**src/rtl/psr_pkg.sv**
```systemverilog
package psr_pkg;
  // register port map
  localparam int REG_AW = 5;
  localparam int REG_DW = 32;
  localparam logic [4:0] ADDR_SWITCH = 5'h00;
  localparam logic [4:0] ADDR_CFG0 = 5'h04;
  localparam logic [4:0] ADDR_DATA0 = 5'h0C;
  localparam logic [4:0] ADDR_FSUM = 5'h14;
  localparam logic [4:0] ADDR_GSW = 5'h18;
  localparam int NCH = 2;
  // entry layout
  localparam int ENTRY_W = 20;
  localparam int DATA_W = 10;
  localparam int LOGICAL_CHANNEL_ID_W = 4;
  localparam int POS_LOGICAL_CHANNEL_ID = 10;
  localparam int POS_FLT = 15;
  localparam int POS_CHON = 16;
  localparam int FLAG_W = 5;
  localparam int FLG_STG = 0;
  localparam int FLG_INVALID = 5;
  localparam int FLG_EMPTY = 6;
  // config, switch and status fields
  localparam int CFG_W = 6;
  localparam int CFG_RATE = 0;
  localparam int CFG_SIZE = 1;
  localparam int CFG_LOGICAL_CHANNEL_ID = 2;
  localparam logic [5:0] CFG_RESET = 6'h02;
  localparam logic [1:0] SWITCH_RESET = 2'h0;
  localparam int GSW_FAULT = 0;
  localparam int GSW_EMPTY = 1;
  // timing
  localparam int CLK_HZ = 20_000_000;
  localparam int BIT_NS_SLOW = 8000;
  localparam int BIT_NS_FAST = 5291;
  localparam int BIT_CYC_SLOW = BIT_NS_SLOW * (CLK_HZ / 1_000_000) / 1000;
  localparam int BIT_CYC_FAST = BIT_NS_FAST * (CLK_HZ / 1_000_000) / 1000;
  localparam int CNT_W = 9;
  localparam int FRAME_LONG = 13;
  localparam int FRAME_SHORT = 11;
  localparam logic [2:0] CRC_SEED = 3'h7;

  function automatic logic [2:0] psr_crc3(input logic [16:0] d);
    logic [2:0] s;
    logic [2:0] c;
    s = CRC_SEED;
    c[2] = s[0]^d[0]^d[1]^d[3]^d[6]^d[7]^d[8]^d[10]^d[13]^d[14]^d[15];
    c[1] = s[2]^d[0]^d[1]^d[2]^d[4]^d[7]^d[8]^d[9]^d[11]^d[14]^d[15]^d[16];
    c[0] = s[1]^s[0]^d[0]^d[2]^d[5]^d[6]^d[7]^d[9]^d[12]^d[13]^d[14]^d[16];
    return c;
  endfunction

  function automatic logic [ENTRY_W-1:0] psr_entry(input logic chon, input logic flt,
      input logic [LOGICAL_CHANNEL_ID_W-1:0] logical_channel_id, input logic [DATA_W-1:0] pay);
    logic [16:0] d;
    d = {chon, flt, 1'b0, logical_channel_id, pay};
    return {psr_crc3(d), d};
  endfunction

  function automatic logic [DATA_W-1:0] psr_flags(input logic [FLAG_W-1:0] f,
      input logic inv, input logic emp);
    logic [DATA_W-1:0] p;
    p = '0;
    p[FLG_STG +: FLAG_W] = f;
    p[FLG_INVALID] = inv;
    p[FLG_EMPTY] = emp;
    return p;
  endfunction

  function automatic logic [REG_AW-1:0] psr_cfg_addr(input int ch);
    return ADDR_CFG0 + REG_AW'(ch << 2);
  endfunction

  function automatic logic [REG_AW-1:0] psr_data_addr(input int ch);
    return ADDR_DATA0 + REG_AW'(ch << 2);
  endfunction
endpackage

```
**src/rtl/psr_entry_fifo.sv**
```systemverilog
`timescale 1ns/1ns
`default_nettype none
module psr_entry_fifo
  import psr_pkg::*;
#(
  parameter int WIDTH = ENTRY_W,
  parameter int DEPTH = 2
) (
  input  wire logic              sys_clk_in,
  input  wire logic              sys_rst_in,
  input  wire logic              flush_in,
  input  wire logic              push_in,
  input  wire logic [WIDTH-1:0]  data_in,
  input  wire logic              pop_in,
  output logic [WIDTH-1:0]       head_out,
  output logic                   empty_out
);
  localparam int PW = (DEPTH > 1) ? $clog2(DEPTH) : 1;
  logic [WIDTH-1:0]  mem [DEPTH];
  logic [PW-1:0]     rd_ptr;
  logic [PW-1:0]     wr_ptr;
  logic [PW:0]       count;
  logic              full;
  logic              pop_ok;

  function automatic logic [PW-1:0] nxt(input logic [PW-1:0] p);
    return (p == PW'(DEPTH - 1)) ? '0 : p + 1'b1;
  endfunction

  assign full = (count == (PW+1)'(DEPTH));
  assign pop_ok = pop_in && count != '0;
  assign head_out = mem[rd_ptr];
  assign empty_out = (count == '0);

  // storage: a push into a full store drops the oldest entry
  always_ff @(posedge sys_clk_in) begin
    if (sys_rst_in) begin
      for (int i = 0; i < DEPTH; i++) begin
        mem[i] <= '0;
      end
    end else if (push_in && !flush_in) begin
      mem[wr_ptr] <= data_in;
    end
  end

  // pointers and fill level
  always_ff @(posedge sys_clk_in) begin
    if (sys_rst_in || flush_in) begin
      rd_ptr <= '0;
      wr_ptr <= '0;
      count <= '0;
    end else begin
      if (push_in) begin
        wr_ptr <= nxt(wr_ptr);
      end
      if (pop_ok || (push_in && full)) begin
        rd_ptr <= nxt(rd_ptr);
      end
      if (push_in && !full && !pop_ok) begin
        count <= count + 1'b1;
      end else if (pop_ok && !push_in) begin
        count <= count - 1'b1;
      end
    end
  end
endmodule
`default_nettype wire

```
**src/rtl/psr_manchester_rx.sv**
```systemverilog
`timescale 1ns/1ns
`default_nettype none
module psr_manchester_rx
  import psr_pkg::*;
(
  input  wire logic              sys_clk_in,
  input  wire logic              sys_rst_in,
  input  wire logic              enable_in,
  input  wire logic              fast_in,
  input  wire logic              long_in,
  input  wire logic              line_in,
  output logic                   done_out,
  output logic                   invalid_out,
  output logic [DATA_W-1:0]      data_out
);
  typedef enum logic [0:0] {RX_IDLE = 1'b0, RX_BITS = 1'b1} psr_rx_state_t;
  psr_rx_state_t       state;
  logic                line_q;
  logic [CNT_W-1:0]    cnt;
  logic [CNT_W-1:0]    bit_cyc;
  logic [CNT_W-1:0]    early;
  logic [CNT_W-1:0]    late;
  logic [3:0]          nb;
  logic [3:0]          nb_exp;
  logic [12:0]         sr;
  logic                half_seen;
  logic                err_time;
  logic                err_many;
  logic                edge_seen;
  logic                bad_frame;
  logic [DATA_W-1:0]   payload;

  // windows around the expected mid-bit edge: 3/4 to 5/4 of a bit
  assign bit_cyc = fast_in ? CNT_W'(BIT_CYC_FAST) : CNT_W'(BIT_CYC_SLOW);
  assign early = bit_cyc - (bit_cyc >> 2);
  assign late = bit_cyc + (bit_cyc >> 2);
  assign nb_exp = long_in ? 4'(FRAME_LONG) : 4'(FRAME_SHORT);
  assign edge_seen = line_in ^ line_q;
  // bits arrive lsb first; short data lands right-justified
  assign payload = long_in ? sr[11:2] : {2'h0, sr[11:4]};
  assign bad_frame = err_time | err_many | (nb != nb_exp)
    | (long_in ? ^sr[12:2] : ^sr[12:4])
    | (long_in ? |sr[1:0] : |sr[3:2]);

  always_ff @(posedge sys_clk_in) begin
    line_q <= sys_rst_in ? 1'b1 : line_in;
  end

  // frame walk: first edge is the mid-bit of the first start bit
  always_ff @(posedge sys_clk_in) begin
    if (sys_rst_in) begin
      state <= RX_IDLE;
      cnt <= '0;
      nb <= 4'h0;
      sr <= 13'h0000;
      half_seen <= 1'b0;
      err_time <= 1'b0;
      err_many <= 1'b0;
      done_out <= 1'b0;
      invalid_out <= 1'b0;
      data_out <= '0;
    end else begin
      done_out <= 1'b0;
      cnt <= cnt + 1'b1;
      if (!enable_in) begin
        state <= RX_IDLE;
      end else begin
        unique case (state)
          RX_IDLE: if (edge_seen) begin
            state <= RX_BITS;
            cnt <= '0;
            nb <= 4'h1;
            sr <= {line_in, 12'h000};
            half_seen <= 1'b0;
            err_time <= 1'b0;
            err_many <= 1'b0;
          end
          RX_BITS: if (cnt > late) begin
            // silence past the window ends the frame
            state <= RX_IDLE;
            done_out <= 1'b1;
            invalid_out <= bad_frame;
            data_out <= payload;
          end else if (edge_seen && cnt < early) begin
            err_time <= err_time | half_seen; // two boundary edges in one bit
            half_seen <= 1'b1;
          end else if (edge_seen) begin
            cnt <= '0;
            half_seen <= 1'b0;
            if (nb == nb_exp) begin
              err_many <= 1'b1;
            end else begin
              nb <= nb + 1'b1;
              sr <= {line_in, sr[12:1]};
            end
          end
        endcase
      end
    end
  end
endmodule
`default_nettype wire

```
**src/rtl/psr_sensor_receiver.sv**
```systemverilog
`timescale 1ns/1ns
`default_nettype none
// Function
// - two independent receive channels
// - host switches channels, reads on status
// - two-entry store behind one address
// - first read oldest, next newest
// - keep last two messages, valid or not
// - fault flushes; resume after clear and read
// - error entry sets fault bit, flags
// - fault sets global bit, else empty flag
// - read clears; then empty answer
// - entry updates whole in one cycle
// - Manchester at 125 or 189 kbps
// - 8 or 10 data bits plus parity
// - bit error discards the message
// - invalid is length, parity, timing OR
// - channel fault clears invalid, empty flags
// - 4-bit channel id heads each entry
// - 3-bit CRC over bits 16 to 0
// - CRC polynomial 1+x+x^3, seed 111
// - CRC bit 2 equation
// - CRC bits 1, 0 equations
// - reject glitches under quarter bit
// - exactly 13 (10-bit) or 11 (8-bit) mid-bit transitions expected
// - 8-bit data right-justified
module psr_sensor_receiver
  import psr_pkg::*;
#(
  parameter int NUM_CH = NCH,
  parameter int DEPTH  = 2
) (
  input  wire logic              sys_clk_in,
  input  wire logic              sys_rst_in,
  input  wire logic [REG_AW-1:0] reg_addr_in,
  input  wire logic [REG_DW-1:0] reg_wdata_in,
  input  wire logic              reg_wr_in,
  input  wire logic              reg_rd_in,
  output logic [REG_DW-1:0]      reg_rdata_out,
  input  wire logic [NUM_CH-1:0] sensor_current_in,
  input  wire logic [NUM_CH-1:0] short_ground_in,
  input  wire logic [NUM_CH-1:0] short_battery_in,
  input  wire logic [NUM_CH-1:0] high_current_in,
  input  wire logic [NUM_CH-1:0] open_load_in,
  input  wire logic [NUM_CH-1:0] overtemp_in,
  output logic [NUM_CH-1:0]      channel_supply_en_out
);
  // channel switch and on status
  logic [NUM_CH-1:0]          chan_en;
  logic [NUM_CH-1:0]          chan_on;
  logic [NUM_CH-1:0]          chan_block;

  // per channel configuration
  logic [CFG_W-1:0]           cfg [NUM_CH];

  // per channel latched faults, flattened for the summary
  logic [NUM_CH*FLAG_W-1:0]   fsum_flat;

  // entry shown on a data read
  logic [ENTRY_W-1:0]         rd_entry [NUM_CH];

  // events feeding the global status word
  logic [NUM_CH-1:0]          fault_evt;
  logic [NUM_CH-1:0]          empty_evt;

  // global status word
  logic [1:0]                 global_status_word;

  // decoded strobes
  logic                       fsum_rd;
  logic                       gsw_rd;
  logic                       switch_wr;

  assign fsum_rd = reg_rd_in && reg_addr_in == ADDR_FSUM;
  assign gsw_rd = reg_rd_in && reg_addr_in == ADDR_GSW;
  assign switch_wr = reg_wr_in && reg_addr_in == ADDR_SWITCH;

  // channel switch register
  always_ff @(posedge sys_clk_in) begin
    if (sys_rst_in) begin
      chan_en <= NUM_CH'(SWITCH_RESET);
    end else if (switch_wr) begin
      chan_en <= reg_wdata_in[NUM_CH-1:0];
    end
  end

  // a channel is operational while switched on and not held off by faults
  assign chan_on = chan_en & ~chan_block;

  // one full receive path per channel; they share only the register strobes, so one summary read clears both
  for (genvar g = 0; g < NUM_CH; g++) begin : g_ch
    logic [5:0]          sync_a;
    logic [5:0]          sync_b;
    logic [FLAG_W-1:0]   live;
    logic                any_live;
    logic [FLAG_W-1:0]   flt_q;
    logic                faulted;
    logic                filt;
    logic [CNT_W-1:0]    gcnt;
    logic [CNT_W-1:0]    glim;
    logic                dec_done;
    logic                dec_inv;
    logic [DATA_W-1:0]   dec_data;
    logic                push;
    logic [ENTRY_W-1:0]  push_entry;
    logic                data_rd;
    logic                pop;
    logic                fifo_empty;
    logic [ENTRY_W-1:0]  head;
    logic [LOGICAL_CHANNEL_ID_W-1:0]   logical_channel_id;

    // pins cross in through two flops before anything looks at them
    always_ff @(posedge sys_clk_in) begin
      if (sys_rst_in) begin
        sync_a <= 6'h00;
        sync_b <= 6'h00;
      end else begin
        sync_a <= {overtemp_in[g], open_load_in[g], high_current_in[g],
                   short_battery_in[g], short_ground_in[g],
                   sensor_current_in[g]};
        sync_b <= sync_a;
      end
    end

    assign live = sync_b[5:1];
    assign any_live = |live;
    assign logical_channel_id = cfg[g][CFG_LOGICAL_CHANNEL_ID +: LOGICAL_CHANNEL_ID_W];

    // configuration register of this channel
    always_ff @(posedge sys_clk_in) begin
      if (sys_rst_in) begin
        cfg[g] <= CFG_RESET;
      end else if (reg_wr_in && reg_addr_in == psr_cfg_addr(g)) begin
        cfg[g] <= reg_wdata_in[CFG_W-1:0];
      end
    end

    // glitch length limit follows the selected rate
    assign glim = cfg[g][CFG_RATE] ? CNT_W'(BIT_CYC_FAST >> 2)
                                   : CNT_W'(BIT_CYC_SLOW >> 2);

    // the current level must hold a quarter bit before it is believed;
    // this delays every edge equally, so bit windows are not skewed
    always_ff @(posedge sys_clk_in) begin
      if (sys_rst_in) begin
        filt <= 1'b1;
        gcnt <= '0;
      end else if (sync_b[0] == filt) begin
        gcnt <= '0;
      end else if (gcnt >= glim - 1'b1) begin
        filt <= sync_b[0];
        gcnt <= '0;
      end else begin
        gcnt <= gcnt + 1'b1;
      end
    end

    psr_manchester_rx u_rx (
      .sys_clk_in  (sys_clk_in),
      .sys_rst_in  (sys_rst_in),
      .enable_in   (chan_on[g]),
      .fast_in     (cfg[g][CFG_RATE]),
      .long_in     (cfg[g][CFG_SIZE]),
      .line_in     (filt),
      .done_out    (dec_done),
      .invalid_out (dec_inv),
      .data_out    (dec_data)
    );

    // faults stick until the summary is read with the condition gone;
    // a fault present in the read cycle wins over the clear
    always_ff @(posedge sys_clk_in) begin
      if (sys_rst_in) begin
        flt_q <= '0;
      end else begin
        flt_q <= live | (flt_q & ~{FLAG_W{fsum_rd}});
      end
    end

    assign faulted = |flt_q;

    // reception stays off until faults are gone and the flag was read
    always_ff @(posedge sys_clk_in) begin
      if (sys_rst_in) begin
        chan_block[g] <= 1'b0;
      end else begin
        chan_block[g] <= any_live | (chan_block[g] & ~fsum_rd);
      end
    end

    // bad frames are kept as error entries, their data thrown away
    assign push = dec_done && chan_on[g];
    assign push_entry = dec_inv
      ? psr_entry(1'b1, 1'b1, logical_channel_id, psr_flags('0, 1'b1, 1'b0))
      : psr_entry(1'b1, 1'b0, logical_channel_id, dec_data);

    assign data_rd = reg_rd_in && reg_addr_in == psr_data_addr(g);
    assign pop = data_rd && !faulted && !fifo_empty;

    psr_entry_fifo #(
      .WIDTH (ENTRY_W),
      .DEPTH (DEPTH)
    ) u_fifo (
      .sys_clk_in (sys_clk_in),
      .sys_rst_in (sys_rst_in),
      .flush_in   (any_live || !chan_en[g]),
      .push_in    (push),
      .data_in    (push_entry),
      .pop_in     (pop),
      .head_out   (head),
      .empty_out  (fifo_empty)
    );

    // answer to a data read: faults first, then empty, then the oldest
    always_comb begin
      if (faulted) begin
        rd_entry[g] = psr_entry(chan_on[g], 1'b1, logical_channel_id,
                                psr_flags(flt_q, 1'b0, 1'b0));
      end else if (fifo_empty) begin
        rd_entry[g] = psr_entry(chan_on[g], 1'b1, logical_channel_id,
                                psr_flags('0, 1'b0, 1'b1));
      end else begin
        rd_entry[g] = head;
      end
    end

    assign fsum_flat[g*FLAG_W +: FLAG_W] = flt_q;
    assign fault_evt[g] = any_live || (push && dec_inv);
    assign empty_evt[g] = data_rd && !faulted && fifo_empty;

    // drivers stay off after short to ground or overtemperature
    always_ff @(posedge sys_clk_in) begin
      if (sys_rst_in) begin
        channel_supply_en_out[g] <= 1'b0;
      end else begin
        channel_supply_en_out[g] <= chan_en[g] && !flt_q[0] && !flt_q[4];
      end
    end
  end

  // global status: sticky, cleared by its read, a new event wins
  always_ff @(posedge sys_clk_in) begin
    if (sys_rst_in) begin
      global_status_word <= 2'h0;
    end else begin
      global_status_word[GSW_FAULT] <= (global_status_word[GSW_FAULT] && !gsw_rd) || |fault_evt;
      global_status_word[GSW_EMPTY] <= (global_status_word[GSW_EMPTY] && !gsw_rd) || |empty_evt;
    end
  end

  // read data stand in the cycle after the strobe, zero otherwise
  always_ff @(posedge sys_clk_in) begin
    if (sys_rst_in) begin
      reg_rdata_out <= '0;
    end else begin
      reg_rdata_out <= '0;
      if (reg_rd_in) begin
        if (reg_addr_in == ADDR_SWITCH) begin
          reg_rdata_out <= REG_DW'({chan_on, chan_en});
        end
        if (reg_addr_in == ADDR_FSUM) begin
          reg_rdata_out <= REG_DW'(fsum_flat);
        end
        if (reg_addr_in == ADDR_GSW) begin
          reg_rdata_out <= REG_DW'(global_status_word);
        end
        for (int c = 0; c < NUM_CH; c++) begin
          if (reg_addr_in == psr_cfg_addr(c)) begin
            reg_rdata_out <= REG_DW'(cfg[c]);
          end
          if (reg_addr_in == psr_data_addr(c)) begin
            reg_rdata_out <= REG_DW'(rd_entry[c]);
          end
        end
      end
    end
  end
endmodule
`default_nettype wire

```
**config.mk**
```make
export PLATFORM = sky130hd
export DESIGN_NAME = psr_sensor_receiver
export DESIGN_NICKNAME = d
export VERILOG_FILES = /design/src/rtl/psr_pkg.sv /design/src/rtl/psr_entry_fifo.sv /design/src/rtl/psr_manchester_rx.sv /design/src/rtl/psr_sensor_receiver.sv
export SDC_FILE = /design/constraint.sdc
export NUM_CORES = 1
export LEC_CHECK = 0
export ABC_AREA = 0
export BUFFER_PORTS_ARGS = -buffer_cell sky130_fd_sc_hd__buf_2
export CAP_MARGIN = 5
export CORE_MARGIN = 5
export CORE_UTILIZATION = 55
export DETAILED_ROUTE_END_ITERATION = 12
export GPL_ROUTABILITY_DRIVEN = 1
export PLACE_DENSITY_LB_ADDON = 0.3
export SLEW_MARGIN = 10
export SYNTH_ARGS = -nofsm -noshare
export SYNTH_HDL_FRONTEND = slang
export SYNTH_SLANG_ARGS = --single-unit
```
**constraint.sdc**
```tcl
create_clock -name sys_clk_in -period 3 [get_ports sys_clk_in]
set_input_delay 0.3 -clock sys_clk_in [delete_from_list [all_inputs] [get_ports sys_clk_in]]
set_output_delay 0.3 -clock sys_clk_in [all_outputs]
set_load 0.03 [all_outputs]
```
==> metrics <==
Final setup viols=0; GR Layer Usage met1=30.2%; Simple-Gate Fraction of Synth Area=19.8%; final hold violation count=0; Vias=9,051; Post-CTS Resized=0; most frequent cell after synthesis=dfxtp_1; largest area contributor in the netlist=dfxtp_1; largest family of logic cells by synthesized area=simple AND/OR/NAND/NOR gates; # DRC=0; Max Fclk=381 MHz; Warnings, synthesis=0; synthesis-to-layout area growth=12.7%; Clock Skew=0.0183 ns; CP cell instances=inv_1 -> ha_1 -> nor4bb_2 -> a2111oi_2 -> a211oi_2 -> nor3b_2 -> buf_12 -> or3_1 -> a21oi_1; final net count=about 1,400; Synth async-reset ratio=0%; min Tclk post-route=2.62 ns; WP data arrival=3.08 ns; CTS clock-pin slew for the worst setup and hold paths=0.06 ns; Seq/Total Area, Yosys=just under 50%; final WL=27,100 um; total global-route track usage=20.5%; critical path class=flip-flop to flip-flop; flop and latch count out of synthesis=265; Initial Utilization=approximately 56%; fin area=0.0142 sq mm; Post-synth EDFFs=84; Worst Path Required=3.46 ns; area share of xor/xnor cells in the synthesized design=7.11%; RSZ-0062 raised after global routing=no; ANT nets after route=0; Cells after DPL=1,548; DIE AREA=around 0.026 sq mm; post-synthesis average cell area=10.0 sq um; mux cell area share after synthesis=6.11%; total of max-cap violations=0; first-pass GRT wire length=44,300 um; hold crit path type=input pin to flip-flop; GR peak layer=met2; Max stage delay cell, worst path=edfxtp_1; VDD IR max=353 uV; Filler cells=1,815; initial drt markers=552; Crit path largest cell delay=0.50 ns; largest net degree at the start of global routing=88; Synth Area in Compound Gates=10.7%; setup TNS=0 ns; CTS Hold Buffers Added=11; status=complete, no violations; DR pass1 iterations=5; worst hold slack=0.0228 ns; total power=8.05 mW; # rows=55; setup ws final=roughly 0.38 ns; Synth Area in Adders=under 10%; ys flop type=dfxtp_1; crit path buf inv count=2; placed cell areas=0.0130 sq mm; vias per inst=5.61; CP max FO=31; Top delay family on crit path=compound AO/OA/AOI/OAI gates; fin crit share=between 80% and 90%; Clock Tree Buf Depth=3; number of global-route vias before repair=roughly 8,600; largest cells by area after synthesis=dfxtp_1, edfxtp_1, mux2i_1; grt total ovfl=0; Post-CTS Repair Setup Buffers=0; top-area cell type share of the netlist area=28.9%; commonest cells in the netlist=dfxtp_1, nor2_1, edfxtp_1, nand2_1, xnor2_1; post-DR wirelength/cell=16.8 um; Slew Limit Fails=0; P per Cell Area=568 mW/mm^2; max_slew headroom=37.4%; Core ar.=0.0226 sq mm; IO Pins=87; CTS tree=built; fin util=approximately 63%; DP HPWL=18,800 um; Place WS=0.379 ns; Leak=5.28 nW; Worst Max-Slew Pin Slew=approximately 0.94 ns; cells after synthesis=1,251; Die X-Extent=161 um; synthesized cell area=0.0126 sq mm; post-synth cell types=80; Clock Tree Root=clkbuf_16; Non-Filler Instances=1,612; clk_lat worst skew=roughly 0.54 ns; Die Span Y=161 um; M3 GR Usage=under 10%; Sink Count=about 270; CP Launch Type=flip-flop; Worst Setup End Kind=flip-flop; GR Util met2=32.1%; GP Congestion=0.850; share of layout cells above drive strength 1=12.5%; CTS Buf Count=28; IO buf count=47; H-tree Lvls=1; initial antenna violation count=3
[final timing paths]
kind / start / to / slack, ns / cells after the start
min: short_ground_in[1] / g_ch[1].sync_a[1] / 0.02 / 2
max: cfg[0][0] / g_ch[0].u_rx.sr[3] / 0.38 / 9
max reg2reg: cfg[0][0] / g_ch[0].u_rx.sr[3] / 0.38 / 9
min reg2reg: g_ch[1].sync_a[0] / g_ch[1].sync_b[0] / 0.43 / 1
[cell families (layout without fill, tap and decap cells)]
kind of cell    after synthesis  after routing
compound gates              198            198
flops                       265            265
mux                          75             75
fa+ha+maj                    34             34
simple gates                479            479
other cells                   1             18
xor+xnor                    102            102
buf+inv                      97            156
[per-layer routing]
metal | wire [um] | vias up | share of wire (%)
li1 | - | 4493 | -
met1 | 12900 | 4283 | 48
met2 | 12200 | 235 | 45
met3 | 1580 | 36 | 5.8
met4 | 432 | 4 | 1.6
met5 | 21 | - | 0.078
[registers in the layout, summed over array words and instances (netlist names), 4 cells and up, named ones only]
register / cells
g_ch.u_fifo.mem: 76
g_ch.u_fifo.count: 4
g_ch.sync_b: 12
g_ch.u_rx.data_out: 20
g_ch.u_rx.cnt: 18
cfg: 12
g_ch.flt_q: 10
g_ch.u_rx.sr: 26
g_ch.gcnt: 18
reg_rdata_out: 19
g_ch.sync_a: 12
g_ch.u_rx.nb: 8
[worst register-to-register path, stage by stage (launching register included)]
cell	delay, ns
edfxtp_1	0.50
inv_1	0.15
ha_1	0.31
nor4bb_2	0.26
a2111oi_2	0.13
a211oi_2	0.43
nor3b_2	0.11
buf_12	0.19
or3_1	0.31
a21oi_1	0.14
[report_power, final]
| group | internal [mW] | switching (mW) |
|---|---|---|
| registers | 3.79 | 0.0771 |
| logic | 0.174 | 0.273 |
| clock network | 2.32 | 1.42 |
[cell type report]
class / instances / area, sq um / area share (%)
timing repair buffer: 84 / 568 / 4.01
clock inverter: 14 / 178 / 1.25
sequential: 265 / 6150 / 43.4
multi-input combinational: 905 / 5990 / 42.3
inverter: 20 / 75.1 / 0.530
clock buffer: 38 / 843 / 5.96
tap: 285 / 357 / 2.52
antenna: 1 / 2.50 / 0.0177
[placed cells by master, fill, tap and decap left out, types with 8 or more instances in the layout]
| cell | n |
|---|---|
| conb_1 | 17 |
| nand2_1 | 77 |
| and3_1 | 13 |
| nand2b_1 | 9 |
| o21ai_0 | 26 |
| nand3b_1 | 13 |
| ha_1 | 34 |
| nand4_1 | 9 |
| a21o_1 | 8 |
| a211oi_1 | 19 |
| edfxtp_1 | 84 |
| o211ai_1 | 11 |
| a21oi_1 | 68 |
| xor2_1 | 33 |
| nor2_1 | 135 |
| inv_1 | 19 |
| clkbuf_16 | 32 |
| nor2b_1 | 38 |
| dfxtp_1 | 181 |
| xnor2_1 | 69 |
| a211oi_2 | 9 |
| nand3_1 | 41 |
| or3_1 | 10 |
| nor3_1 | 29 |
| and2_1 | 67 |
| mux2i_1 | 62 |
| buf_2 | 46 |
| buf_4 | 25 |
| dlygate4sd3_1 | 11 |
| mux2_2 | 13 |
Note: power is estimated with default switching activity, not from simulation.
